<file path="config.mk">
export PLATFORM = sky130hd
export DESIGN_NAME = immediate_operand_decoder
export DESIGN_NICKNAME = d
export VERILOG_FILES = /design/src/immediate_operand_decoder.v /design/src/repeat_counter.v
export VERILOG_INCLUDE_DIRS = /design/src
export SDC_FILE = /design/constraint.sdc
export NUM_CORES = 1
export LEC_CHECK = 0
export ABC_AREA = 1
export BUFFER_PORTS_ARGS = -buffer_cell sky130_fd_sc_hd__buf_4
export CAP_MARGIN = 25
export CELL_PAD_IN_SITES_DETAIL_PLACEMENT = 2
export CELL_PAD_IN_SITES_GLOBAL_PLACEMENT = 2
export CORE_MARGIN = 5
export CORE_UTILIZATION = 31
export CTS_CLUSTER_SIZE = 25
export DETAILED_ROUTE_END_ITERATION = 12
export PLACE_DENSITY_LB_ADDON = 0.1
export SLEW_MARGIN = 25
export SYNTH_ARGS = -nofsm -noshare
export SYNTH_HDL_FRONTEND = slang
export SYNTH_SLANG_ARGS = --single-unit
</file>
<file path="constraint.sdc">
create_clock -name clk_i -period 3.1 [get_ports clk_i]
set_clock_uncertainty 0.15 [all_clocks]
set_input_delay 0.62 -clock clk_i [delete_from_list [all_inputs] [get_ports clk_i]]
set_output_delay 0.62 -clock clk_i [all_outputs]
set_load 0.05 [all_outputs]
</file>
<file path="src/imm_decoder_consts.vh">
/*
 constants for the immediate operand decoder: opcode patterns, field
 positions and widths. assumes 16-bit program words.
*/
`ifndef IMM_DECODER_CONSTS_VH
`define IMM_DECODER_CONSTS_VH

`define WORD_W 16
`define OP_HI_MSB 15
`define OP_HI_LSB 8
`define SHIFT_MSB 11
`define SHIFT_LSB 8
`define LONG_OP_MSB 15
`define LONG_OP_LSB 12
`define LONG_SEL_MSB 7
`define LONG_SEL_LSB 0
`define K8_MSB 7
`define K13_MSB 12
`define K9_MSB 8
`define K3_MSB 2
`define IND_BIT 7
`define ARSEL_MSB 10
`define ARSEL_LSB 8
`define STSHIFT_MSB 10
`define STSHIFT_LSB 8
`define PM_MSB 1
`define CM_MSB 1
`define BIT_MSB 11
`define BIT_LSB 8

`define OP_ADD_ACC_SHORT_IMM 8'hcc
`define OP_SUBK 8'hcd
`define OP_LOAD_ACC_SHORT_IMM 8'hca
`define OP_REPEAT_IMM 8'hcb
`define OP_ADD_AUX_SHORT_IMM 8'h7e
`define OP_SUB_AUX_SHORT_IMM 8'h7f
`define OP_LOAD_AUX_POINTER_IMM 8'h55
`define OP_LOAD_AUX_SHORT_IMM_HI 5'h18
`define OP_LOAD_PAGE_POINTER_IMM_HI 7'h64
`define OP_MULTIPLY_IMM_HI 3'h5
`define OP_LONG_HI 4'hd
`define OP_LOAD_AUX_LONG_IMM_HI 5'h1a
`define SEL_LOAD_ACC_LONG_IMM 8'h01
`define SEL_ADD_ACC_LONG_IMM 8'h02
`define SEL_SUB_ACC_LONG_IMM 8'h03
`define SEL_AND_ACC_LONG_IMM 8'h04
`define SEL_ORK 8'h05
`define SEL_XOR_ACC_LONG_IMM 8'h06
`define SEL_LOAD_AUX_LONG_IMM 8'h00

`define ACC_OP_NONE 3'h0
`define ACC_OP_LOAD 3'h1
`define ACC_OP_ADD 3'h2
`define ACC_OP_SUB 3'h3
`define ACC_OP_AND 3'h4
`define ACC_OP_OR 3'h5
`define ACC_OP_XOR 3'h6

`define AUX_OP_NONE 2'h0
`define AUX_OP_LOAD 2'h1
`define AUX_OP_ADD 2'h2
`define AUX_OP_SUB 2'h3

`define PC_RESET 16'h0000
`endif

</file>
<file path="src/immediate_operand_decoder.v">
/*
 immediate operand decoder: decodes short and long immediate opcodes
 from a sequential program word stream and drives the execution paths.
 assumes one program word per cycle when instr_valid_i is high, in order.
*/
`timescale 1ns/100ps
`include "imm_decoder_consts.vh"

module immediate_operand_decoder #(
    parameter WORD_W = 16,
    parameter ACC_W = 32
) (
    // clock and reset
    input wire clk_i,
    input wire rst_n_i,
    // program word stream
    input wire [WORD_W-1:0] instr_i,
    input wire instr_valid_i,
    input wire sign_ext_i,
    // program counter and fetch control
    output wire [WORD_W-1:0] pc_o,
    output wire reissue_o,
    // accumulator path
    output reg [2:0] acc_op_o,
    output reg [ACC_W-1:0] acc_operand_o,
    // auxiliary register path
    output reg [1:0] aux_op_o,
    output reg [2:0] aux_sel_o,
    output reg [WORD_W-1:0] aux_operand_o,
    // pointers
    output reg [2:0] aux_reg_pointer_o,
    output reg [8:0] data_page_pointer_o,
    // multiplier path
    output reg mult_valid_o,
    output reg [WORD_W-1:0] mult_operand_o,
    // repeat
    output wire repeat_active_o,
    output wire [7:0] repeat_counter_o,
    // generic field decode of current word
    output reg indirect_o,
    output reg [6:0] aux_ctrl_o,
    output reg [2:0] store_shift_o,
    output reg [1:0] product_shift_code_o,
    output reg [1:0] compare_mode_field_o,
    output reg [3:0] bit_code_o,
    // completion
    output reg done_o
);

localparam ST_OPCODE = 2'b01;
localparam ST_SECOND = 2'b10;

reg [1:0] state_q;
reg [1:0] state_d;
reg [WORD_W-1:0] pc_q;
reg [WORD_W-1:0] op_q;
reg [WORD_W-1:0] held_q;
reg held_valid_q;

wire [7:0] hi = instr_i[`OP_HI_MSB:`OP_HI_LSB];
wire [7:0] lo = instr_i[`K8_MSB:0];
wire [3:0] shift_q = op_q[`SHIFT_MSB:`SHIFT_LSB];
wire is_long = (instr_i[`LONG_OP_MSB:`LONG_OP_LSB] == `OP_LONG_HI) &&
               (lo == `SEL_LOAD_ACC_LONG_IMM || lo == `SEL_ADD_ACC_LONG_IMM || lo == `SEL_SUB_ACC_LONG_IMM ||
                lo == `SEL_AND_ACC_LONG_IMM || lo == `SEL_ORK || lo == `SEL_XOR_ACC_LONG_IMM);
wire is_load_aux_long_imm = (instr_i[15:11] == `OP_LOAD_AUX_LONG_IMM_HI) && (lo == `SEL_LOAD_AUX_LONG_IMM);
wire is_repeat_imm = (hi == `OP_REPEAT_IMM);
wire rpt_load = instr_valid_i && (state_q == ST_OPCODE) && is_repeat_imm;
wire exec_stb;
wire rpt_active;

// long constant extension and shift
wire [ACC_W-1:0] k16_ext = sign_ext_i ?
    {{(ACC_W-WORD_W){instr_i[WORD_W-1]}}, instr_i} :
    {{(ACC_W-WORD_W){1'b0}}, instr_i};
wire [ACC_W-1:0] k16_shift = k16_ext << shift_q;
wire [ACC_W-1:0] k16_logic = {{(ACC_W-WORD_W){1'b0}}, instr_i} << shift_q;

repeat_counter #(
    .CNT_W(8)
) u_repeat (
    .clk_i(clk_i),
    .rst_n_i(rst_n_i),
    .load_i(rpt_load),
    .count_i(instr_i[`K8_MSB:0]),
    .exec_i(exec_stb),
    .active_o(rpt_active),
    .count_o(repeat_counter_o)
);

// one issue of a short word other than the repeat opcode itself
assign exec_stb = instr_valid_i && (state_q == ST_OPCODE) && !is_repeat_imm &&
                  !(is_long || is_load_aux_long_imm);

// fsm: opcode word or waiting for second long word
always @* begin
    state_d = state_q;
    case (state_q)
        ST_OPCODE: begin
            if (instr_valid_i && (is_long || is_load_aux_long_imm)) begin
                state_d = ST_SECOND;
            end
        end
        ST_SECOND: begin
            if (instr_valid_i) begin
                state_d = ST_OPCODE;
            end
        end
        default: begin
            state_d = ST_OPCODE;
        end
    endcase
end

always @(posedge clk_i) begin
    if (!rst_n_i) begin
        state_q <= ST_OPCODE;
        pc_q <= `PC_RESET;
        op_q <= {WORD_W{1'b0}};
        held_q <= {WORD_W{1'b0}};
        held_valid_q <= 1'b0;
        acc_op_o <= `ACC_OP_NONE;
        acc_operand_o <= {ACC_W{1'b0}};
        aux_op_o <= `AUX_OP_NONE;
        aux_sel_o <= 3'h0;
        aux_operand_o <= {WORD_W{1'b0}};
        aux_reg_pointer_o <= 3'h0;
        data_page_pointer_o <= 9'h000;
        mult_valid_o <= 1'b0;
        mult_operand_o <= {WORD_W{1'b0}};
        indirect_o <= 1'b0;
        aux_ctrl_o <= 7'h00;
        store_shift_o <= 3'h0;
        product_shift_code_o <= 2'h0;
        compare_mode_field_o <= 2'h0;
        bit_code_o <= 4'h0;
        done_o <= 1'b0;
    end else begin
        state_q <= state_d;
        acc_op_o <= `ACC_OP_NONE;
        aux_op_o <= `AUX_OP_NONE;
        mult_valid_o <= 1'b0;
        done_o <= 1'b0;
        if (instr_valid_i && state_q == ST_OPCODE) begin
            op_q <= instr_i;
            held_q <= instr_i;
            held_valid_q <= !is_repeat_imm;
            // a repeated word is reissued, pc holds
            if (!(rpt_active && repeat_counter_o != 8'h00)) begin
                pc_q <= pc_q + 16'h0001;
            end
            // generic fields of the current word
            indirect_o <= instr_i[`IND_BIT];
            aux_ctrl_o <= instr_i[6:0];
            aux_sel_o <= instr_i[`ARSEL_MSB:`ARSEL_LSB];
            store_shift_o <= instr_i[`STSHIFT_MSB:`STSHIFT_LSB];
            product_shift_code_o <= instr_i[`PM_MSB:0];
            compare_mode_field_o <= instr_i[`CM_MSB:0];
            bit_code_o <= instr_i[`BIT_MSB:`BIT_LSB];
            if (!(is_long || is_load_aux_long_imm)) begin
                done_o <= 1'b1;
            end
            // short immediates, operand from the opcode word
            if (hi == `OP_ADD_ACC_SHORT_IMM) begin
                acc_op_o <= `ACC_OP_ADD;
                acc_operand_o <= {{(ACC_W-8){1'b0}}, lo};
            end else if (hi == `OP_SUBK) begin
                acc_op_o <= `ACC_OP_SUB;
                acc_operand_o <= {{(ACC_W-8){1'b0}}, lo};
            end else if (hi == `OP_LOAD_ACC_SHORT_IMM) begin
                acc_op_o <= `ACC_OP_LOAD;
                acc_operand_o <= {{(ACC_W-8){1'b0}}, lo};
            end else if (hi == `OP_ADD_AUX_SHORT_IMM) begin
                aux_op_o <= `AUX_OP_ADD;
                aux_sel_o <= aux_reg_pointer_o;
                aux_operand_o <= {8'h00, lo};
            end else if (hi == `OP_SUB_AUX_SHORT_IMM) begin
                aux_op_o <= `AUX_OP_SUB;
                aux_sel_o <= aux_reg_pointer_o;
                aux_operand_o <= {8'h00, lo};
            end else if (instr_i[15:11] == `OP_LOAD_AUX_SHORT_IMM_HI) begin
                aux_op_o <= `AUX_OP_LOAD;
                aux_operand_o <= {8'h00, lo};
            end else if (hi == `OP_LOAD_AUX_POINTER_IMM && lo[7:3] == 5'h18) begin
                aux_reg_pointer_o <= instr_i[`K3_MSB:0];
            end else if (instr_i[15:9] == `OP_LOAD_PAGE_POINTER_IMM_HI) begin
                data_page_pointer_o <= instr_i[`K9_MSB:0];
            end else if (instr_i[15:13] == `OP_MULTIPLY_IMM_HI) begin
                mult_valid_o <= 1'b1;
                mult_operand_o <= {{3{instr_i[`K13_MSB]}}, instr_i[`K13_MSB:0]};
            end
        end else if (instr_valid_i && state_q == ST_SECOND) begin
            pc_q <= pc_q + 16'h0001;
            done_o <= 1'b1;
            held_valid_q <= 1'b1;
            // long immediates, operand is the whole second word
            if (op_q[7:0] == `SEL_LOAD_AUX_LONG_IMM) begin
                aux_op_o <= `AUX_OP_LOAD;
                aux_operand_o <= instr_i;
            end else if (op_q[7:0] == `SEL_LOAD_ACC_LONG_IMM) begin
                acc_op_o <= `ACC_OP_LOAD;
                acc_operand_o <= k16_shift;
            end else if (op_q[7:0] == `SEL_ADD_ACC_LONG_IMM) begin
                acc_op_o <= `ACC_OP_ADD;
                acc_operand_o <= k16_shift;
            end else if (op_q[7:0] == `SEL_SUB_ACC_LONG_IMM) begin
                acc_op_o <= `ACC_OP_SUB;
                acc_operand_o <= k16_shift;
            end else if (op_q[7:0] == `SEL_AND_ACC_LONG_IMM) begin
                acc_op_o <= `ACC_OP_AND;
                acc_operand_o <= k16_logic;
            end else if (op_q[7:0] == `SEL_ORK) begin
                acc_op_o <= `ACC_OP_OR;
                acc_operand_o <= k16_logic;
            end else begin
                acc_op_o <= `ACC_OP_XOR;
                acc_operand_o <= k16_logic;
            end
        end
    end
end

assign pc_o = pc_q;
assign reissue_o = rpt_active && (repeat_counter_o != 8'h00);
assign repeat_active_o = rpt_active;

endmodule

</file>
<file path="src/repeat_counter.v">
/*
 repeat counter: holds the remaining count of a repeat-immediate and
 flags that a repeat is in progress, up to and including its last issue.
 assumes the decoder pulses one execution strobe per issued short instruction other than the repeat opcode.
*/
`timescale 1ns/100ps
`include "imm_decoder_consts.vh"

module repeat_counter #(
    parameter CNT_W = 8
) (
    // clock and reset
    input wire clk_i,
    input wire rst_n_i,
    // control
    input wire load_i,
    input wire [CNT_W-1:0] count_i,
    input wire exec_i,
    // status
    output wire active_o,
    output wire [CNT_W-1:0] count_o
);

reg [CNT_W-1:0] cnt_q;
reg act_q;

always @(posedge clk_i) begin
    if (!rst_n_i) begin
        cnt_q <= {CNT_W{1'b0}};
        act_q <= 1'b0;
    end else if (load_i) begin
        cnt_q <= count_i;
        act_q <= 1'b1;
    end else if (exec_i && act_q) begin
        if (cnt_q == {CNT_W{1'b0}}) begin
            act_q <= 1'b0;
        end else begin
            cnt_q <= cnt_q - {{(CNT_W-1){1'b0}}, 1'b1};
        end
    end
end

assign active_o = act_q;
assign count_o = cnt_q;

endmodule
</file>
; ---- Word level (Yosys, flattened, before mapping)
; Index checks and enable logic that the tools add are counted.
[op_classes]
mux = 60
n_bitwise = 10
n_eq_ne = 36
shifts = 2
reduce_logical = 37
add_sub_neg = 2
[ops]
columns = operator, count
row1 = 32-bit 2-to-1 mux, 10
row2 = 16-bit 2-to-1 mux, 12
row3 = "8-bit by 3-bit equality test with 1-bit output, second input constant", 5
row4 = 3-bit 2-to-1 mux, 11
row5 = "8-bit by 2-bit equality test with 1-bit output, second input constant", 4
row6 = "8-bit equality test, second input constant", 4
row7 = 16-bit by 4-bit left shift with 32-bit output, 1
row8 = 32-bit by 4-bit left shift with 32-bit output, 1
row9 = "8-bit by 7-bit equality test with 1-bit output, second input constant", 3
row10 = 8-bit logical NOT, 3
row11 = 2-bit 2-to-1 mux, 12
row12 = 8-bit 2-to-1 mux, 3
row13 = "16-bit by 1-bit adder with 16-bit output, second input constant", 1
row14 = "8-bit by 1-bit equality test with 1-bit output, second input constant", 2
row15 = "5-bit equality test, second input constant", 3
row16 = "2-bit != test, second input constant", 7
row17 = 1-bit logical AND, 11
row18 = 1-bit 2-to-1 mux, 11
row19 = 1-bit inverter, 10
row20 = 10-bit AND reduction, 1
row21 = 10-bit OR reduction, 1
row22 = 9-bit AND reduction, 1
row23 = "4-bit by 1-bit != test with 1-bit output, second input constant", 2
row24 = 2-bit AND reduction, 4
row25 = other kinds (15), 24
[totals]
word_cells = 167
input_bits = 20
reg_bits = 139

; ---- Logic depth before layout (Yosys ltp)
; Gate-level depths: netlist of run 1.
[logic_depth]
word_depth = 13
ltp_mapped = 12
mapped_depth_nobuf = 11

; ---- Cells and area by module
; A second synthesis of run 1 with hierarchy kept.
[unflattened]
cells_unflattened = 1016
area_unflattened_um2 = 6516.2
[modules_own_cells]
columns = module, area_each_um2, cells_per_inst, instances
row1 = immediate_operand_decoder, 5920.7, 916, 1
row2 = repeat_counter, 595.6, 100, 1

; ---- Worst setup path before layout of run 1
; No wires, ideal clock.
[synth_path]
path_kind = register -> output
start = register u_repeat.cnt_q[1] (netlist: u_repeat.count_o[1])
end = output port reissue_o
path_buffers = 0
t_arrival_ps = 1660
setup_slack_ps = 670
path_stages_with_launch = 8
cell_sequence = dfxtp_1 > inv_1 > ha_1 > nand3_1 > nor2_1 > nand2_1 > nand2_1 > inv_1
[synth_between]
elab_chain_len = 2
[synth_lines]
columns = item, line_no
row1 = from (decl), repeat_counter.v:24  ; reg [CNT_W-1:0] cnt_q;
row2 = from (signal assigned), repeat_counter.v:29  ; cnt_q <= {CNT_W{1'b0}};
row3 = from (signal assigned), repeat_counter.v:32  ; cnt_q <= count_i;
row4 = from (signal assigned), repeat_counter.v:38  ; cnt_q <= cnt_q - {{(CNT_W-1){1'b0}}, 1'b1};
row5 = 8-bit nonzero test, immediate_operand_decoder.v:224  ; assign reissue_o = rpt_active && (repeat_counter_o != 8'h00);
row6 = 1-bit logical AND, immediate_operand_decoder.v:224
row7 = to (decl), immediate_operand_decoder.v:22  ; output wire reissue_o,
; Every way passes these cells.

; ---- Final worst setup path of run 1
; Same ends and word-level chain as after synthesis.

==> results of run 1 <==
where the power goes:
| group | total (mW) | switching [mW] | internal (mW) |
|---|---|---|---|
| Clock | 2.41 | 0.753 | 1.65 |
| Combinational | 0.687 | 0.510 | 0.176 |
| Sequential | 1.64 | 0.0297 | 1.61 |
placed cells by master, fill, tap and decap left out, types with 3 or more instances in the layout:
master       n
nor3_1      13
nor2_4       4
o21ai_0     39
nand3_1    114
a21oi_1     94
nand3_2      3
buf_4      164
dfxtp_1    122
nand2_1    317
nand2_2      5
clkbuf_8     3
a211oi_1     3
nor2_1      96
clkbuf_16   17
nor4_1       4
xor2_1       8
o211ai_1     5
xnor2_1      6
nand4_1      6
o21ai_1      8
inv_1       76
bufinv_16    7
worst min-delay path by stage:
| stage | start | to | slack (ns) | depth (start not counted) |
|---|---|---|---|---|
| 6_report | acc_operand_o[15] | acc_operand_o[15] | 0.32 | 2 |
| 5_1_grt | mult_operand_o[5] | mult_operand_o[5] | 0.35 | 2 |
| 4_1_cts | mult_operand_o[5] | mult_operand_o[5] | 0.32 | 2 |
| 3_5_place_dp | mult_operand_o[8] | mult_operand_o[8] | 0.31 | 2 |
| 3_3_place_gp | mult_operand_o[2] | mult_operand_o[2] | 0.30 | 2 |
| 2_1_floorplan | state_q[1] | state_q[1] | 0.44 | 3 |
area by class of cell:
type,instances,area (um^2)
clock buffers,21,470
clock inverters,11,239
fillers,2487,11900
inverters,80,300
multi-input cells,733,3310
flip-flops and latches,122,2440
well taps,270,338
repair buffers,165,1250
layer usage:
metal | track usage (%) | part of all wire, %
met1 | 28.2 | 45
met2 | 40.3 | 51
met3 | 3.60 | 3.2
met4 | 4.96 | 1.5
met5 | 0 | 0
stage by stage:
step	instances	setup slack (ns)	power, mW	cell area, um^2
global route	1402	0.287	4.90	8350
finish	1402	0.422	4.73	8350
floorplan	1004	0.670	2.12	6420
CTS	1402	0.403	4.79	8350
detailed placement	1370	0.330	2.35	7640
global placement	1370	0.386	2.34	7640
state kept, by name, indices dropped and copies added (netlist names):
register	flops
u_repeat.active_o	1
pc_o	16
op_q	2
aux_ctrl_o	6
mult_valid_o	1
acc_op_o	3
data_page_pointer_o	9
aux_reg_pointer_o	3
aux_sel_o	3
store_shift_o	2
aux_op_o	2
state_q	2
acc_operand_o	32
u_repeat.count_o	8
bit_code_o	2
mult_operand_o	13
done_o	1
aux_operand_o	16
worst min-delay path, cell delays in order (launching register included):
cell	delay [ns]
dfxtp_1	0.31
nand2_1	0.06
a21oi_1	0.05
logic make-up after synthesis:
| group | after synthesis |
|---|---|
| flip-flops | 122 |
| AND/OR/NAND/NOR | 566 |
| XOR/XNOR | 14 |
| buffers and inverters | 149 |
| AO/OA/AOI/OAI | 151 |
| adder cells (fa/ha/maj) | 2 |
==> flow_metrics.env, run 1 <==
export IMPL_cts_setup_buffers=0
export IMPL_synth_compound_area_share_pct=12.2
export IMPL_outcome="finished, final reports clean"
export IMPL_grt_pass1_wl_mm=42.6
export IMPL_die_x_um=154
export IMPL_hold_path_class="reg -> reg"
export IMPL_via_per_inst=5.07
export IMPL_critPathBufInv=3
export IMPL_tns_ns=0
export IMPL_critPathTopFamily="simple AND/OR/NAND/NOR gates"
export IMPL_worst_pin_slew_ns=0.780
export IMPL_post_cts_resized=0
export IMPL_timing_critical_path_required_ns=2.33
export IMPL_antenna_cells=0
export IMPL_synthTopCellsByCount="nand2_1 (317), dfxtp_1 (122), nand3_1 (114)"
export IMPL_rows=52
export IMPL_crit_arrival_ns=1.91
export IMPL_postRouteAntennaNets=0
export IMPL_final_hold_viol_count=0
export IMPL_place_hpwl_mm=19.5
export IMPL_path_depth=8
export IMPL_grt_pass1_vias=7548
export IMPL_final_nets=1141
export IMPL_whs_ns=0.318
export IMPL_synth_warnings=0
export IMPL_die_h_um=154
export IMPL_vias=7111
export IMPL_synth_most_common_cell="nand2_1"
export IMPL_drc_errors=0
export IMPL_timing_rr_end="acc_operand_o[30]"
export IMPL_clkLatencyLatePin_ns=0.42
export IMPL_worstSetupStartpointType="flip-flop"
export IMPL_core_area_mm2=0.0203
export IMPL_vdd_drop_max_mv=0.369
export IMPL_fin_crit_sh_pct=86.4
export IMPL_start_util_pct=31.6
export IMPL_maxSlewHeadroom_pct=47.5
export IMPL_synthXorXnorAreaFrac_pct=1.91
export IMPL_postCtsHoldBufs=0
export IMPL_overflow=0
export IMPL_yosys_cell_types_count=32
export IMPL_syn_nets=1026
export IMPL_cp_endpoint="reissue_o"
export IMPL_h_tree_depth=4
export IMPL_finish_utilization_pct=41.2
export IMPL_port_buffers=150
export IMPL_cts_buffers=17
export IMPL_muxShareOfSynthArea_pct=0
export IMPL_synth_top_family_by_area="simple AND/OR/NAND/NOR gates"
export IMPL_synth_seq_cells=122
export IMPL_yosysSeqAreaShare_pct=38.0
export IMPL_routed_wl_mm=27.1
export IMPL_netlist_top_cells_area="dfxtp_1 (38%), nand2_1 (19%), nand3_1 (8.9%)"
export IMPL_max_freq_mhz=373
export IMPL_grtUsageTotal_pct=22.4
export IMPL_fin_crit_ns=2.68
export IMPL_slew_viol_final=0
export IMPL_r2r_setup_slack_ns=0.75
export IMPL_power_density_mw_per_mm2=566
export IMPL_synth_async_reset_ratio_pct=0
export IMPL_netlist_area_leader_share_pct=38.0
export IMPL_cts_tree="done"
export IMPL_critPathMaxFanout=4
export IMPL_finalSetupViolations=0
export IMPL_fp_dieArea_mm2=0.0237
export IMPL_synth_edf_count=0
export IMPL_path_clk_slew_ns=0.06
export IMPL_netlist_area_mm2=0.00642
export IMPL_startpoint="u_repeat.count_o[1]"
export IMPL_rsz0062_at_grt="no"
export IMPL_antenna_found_initial=0
export IMPL_ios=151
export IMPL_wl_per_cell_um=19.3
export IMPL_synth_ff_type="dfxtp_1"
export IMPL_cap_violations=0
export IMPL_r2r_start="op_q[6]"
export IMPL_rr_worst_depth=11
export IMPL_end_kind="primary output"
export IMPL_crit_chain="inv_1, ha_1, nand3_1, nor2_1, nand2_1, nand2_1, inv_1, buf_4"
export IMPL_gp_congestion=0.839
export IMPL_syn_inst=1004
export IMPL_drt_initial_drc_count=330
export IMPL_synth_fa_ha_area_share_pct=0.390
export IMPL_area_delta_synth_final_pct=30.1
export IMPL_path_class="reg -> out"
export IMPL_critPathSlowestCell="dfxtp_1"
export IMPL_drive_gt1_share_pct=18.6
export IMPL_netlist_top_cell_by_area="dfxtp_1"
export IMPL_dr_pass1_iters=5
export IMPL_cpPeakStageDelay_ns=0.31
export IMPL_clock_sinks=122
export IMPL_cts_max_path_buffers=2
export IMPL_avgSynthCellArea_um2=6.40
export IMPL_root_buffer="clkbuf_16"
export IMPL_synthSimpleGateAreaFrac_pct=37.1
export IMPL_cellLeakagePower_nw=3.85
export IMPL_grt_max_degree=42
No activity file was read; power rests on OpenSTA's default activity.
==> inputs of run 2 (changes only) <==
CORE_UTILIZATION = 28   (was 31)
REMOVE_ABC_BUFFERS = 1   (was default)
clock period = 2.9 ns   (was 3.1 ns; I/O delays follow)
==> run 2 against run 1 <==
  * Total power down 1.4%
  * Highest routed layer unchanged
  * Count of clock-buffer cells in the layout down 4
  * Sequential share of layout area up 0.25 points
  * Critical endpoint unchanged
  * Combinational power up 4.5%
  * Flip-flop and latch count unchanged
  * Die area up 10%
==> flow_metrics.env, run 2 (synthesis gave the netlist of run 1 again) <==
export IMPL_root_buffer="clkbuf_16"
export IMPL_post_cts_resized=0
export IMPL_fillers=2753
export IMPL_worstSetupStartpointType="flip-flop"
export IMPL_overflow=0
export IMPL_critPathMaxFanout=4
export IMPL_fp_dieArea_mm2=0.0261
export IMPL_rsz0062_at_grt="no"
export IMPL_area_delta_synth_final_pct=28.9
export IMPL_min_delay_start="mult_operand_o[7]"
export IMPL_gp_congestion=0.788
export IMPL_postRouteAntennaNets=0
export IMPL_layout_commonest_cell="nand2_1"
export IMPL_power_density_mw_per_mm2=563
export IMPL_drt_initial_drc_count=345
export IMPL_worstHoldPathCells=2
export IMPL_port_buffers=150
export IMPL_cap_violations=0
export IMPL_cts_buffers=17
export IMPL_finalPower_mw=4.66
export IMPL_worst_pin_slew_ns=0.702
export IMPL_cts_setup_buffers=0
export IMPL_grt_pass1_wl_mm=41.4
export IMPL_slew_viol_final=0
export IMPL_ios=151
export IMPL_final_nets=1141
export IMPL_fin_crit_sh_pct=88.7
export IMPL_place_hpwl_mm=18.2
export IMPL_min_to="mult_operand_o[7]"
export IMPL_postCtsHoldBufs=0
export IMPL_hold_path_class="reg -> reg"
export IMPL_core_area_mm2=0.0226
export IMPL_drc_errors=0
export IMPL_end_kind="primary output"
export IMPL_die_x_um=161
export IMPL_via_per_inst=4.93
export IMPL_finalSetupViolations=0
export IMPL_cts_tree="done"
export IMPL_grt_max_degree=82
export IMPL_die_h_um=161
export IMPL_grt_pass1_vias=7458
export IMPL_outcome="finished, final reports clean"
export IMPL_max_freq_mhz=389
export IMPL_antenna_found_initial=0
export IMPL_rr_worst_depth=9
export IMPL_fin_ws_ns=0.328
export IMPL_crit_arrival_ns=1.84
export IMPL_antenna_cells=0
export IMPL_timing_critical_path_required_ns=2.17
export IMPL_start_util_pct=28.4
export IMPL_r2r_setup_slack_ns=0.72
export IMPL_routed_wl_mm=25.9
export IMPL_fin_crit_ns=2.57
export IMPL_path_class="reg -> out"
export IMPL_cts_max_path_buffers=2
export IMPL_final_area_mm2=0.00828
export IMPL_final_hold_viol_count=0
export IMPL_rows=55
export IMPL_cellLeakagePower_nw=3.80
export IMPL_maxSlewHeadroom_pct=53.2
export IMPL_h_tree_depth=4
export IMPL_dr_pass1_iters=5
export IMPL_timing_rr_end="pc_o[1]"
export IMPL_pre_cts_slack_ns=0.391
export IMPL_wl_per_cell_um=18.3
export IMPL_tns_ns=0
export IMPL_largest_reg_flops=32
export IMPL_grtUsageTotal_pct=20.0
export IMPL_drive_gt1_share_pct=18.7
export IMPL_vdd_drop_max_mv=0.371
export IMPL_place_area_mm2=0.00769
export IMPL_clock_sinks=122
export IMPL_vias=6989
export IMPL_finish_utilization_pct=36.6
export IMPL_r2r_start="u_repeat.count_o[1]"
export IMPL_path_clk_slew_ns=0.07
export IMPL_largest_register="acc_operand_o"
export IMPL_clkLatencyLatePin_ns=0.43
export IMPL_final_cell_mix="nand2_1 (317), buf_4 (162), dfxtp_1 (122)"
-- run 2: cell count changes in the layout (fill, tap and decap cells not counted) --
cell,before,now
buf_12,1,3
buf_4,164,162
bufinv_16,7,2
clkbuf_1,1,0
clkbuf_8,3,0
clkinv_4,1,6
clkinvlp_4,2,3
inv_6,0,2
inv_8,0,1
-- run 2: power by group --
group	total (mW)	switching (mW)	internal (mW)
sequential	1.75	0.0318	1.72
clock	2.20	0.914	1.28
combinational	0.718	0.528	0.190
-- run 2: through the flow --
step | hold WS, ns | cells
detailed placement | 0.311 | 1385
finish | 0.320 | 1417
CTS | 0.308 | 1417
floorplan | 0.439 | 935
global placement | 0.306 | 1385
global route | 0.313 | 1417
-- run 2: routing by layer --
metal | vias up | global-route usage [%] | share of wire [%]
met5 | - | 0 | 0
met4 | 0 | 4.03 | 0.86
met3 | 13 | 3.85 | 4.3
met2 | 139 | 33.3 | 47
met1 | 3388 | 27.1 | 48
li1 | 3449 | - | -
-- run 2: area by class of cell --
cell class / instances / area (um^2) / share of cell area [%]
multi-input combinational: 733 / 3310 / 40.0
sequential: 122 / 2440 / 29.5
timing repair buffer: 165 / 1280 / 15.4
clock buffer: 17 / 425 / 5.14
tap: 285 / 357 / 4.31
inverter: 80 / 300 / 3.63
clock inverter: 15 / 169 / 2.04
-- run 2: how the worst max path moves through the flow --
stage	from	to	slack, ns	cells after the start
detailed placement	instr_i[15]	data_page_pointer_o[3]	0.39	11
global placement	instr_i[13]	aux_operand_o[0]	0.46	12
CTS	u_repeat.count_o[1]	reissue_o	0.28	8
floorplan	store_shift_o[0]	acc_operand_o[24]	-0.23	11
finish	u_repeat.count_o[1]	reissue_o	0.33	8
global route	u_repeat.count_o[1]	reissue_o	0.15	8
-- run 2: worst max-delay path: stages, from the launching register on --
cell and delay [ns]:
dfxtp_1 0.32, inv_1 0.12, ha_1 0.25, nand3_1 0.12
nor2_1 0.18, nand2_1 0.10, nand2_1 0.09, inv_1 0.05
buf_4 0.18
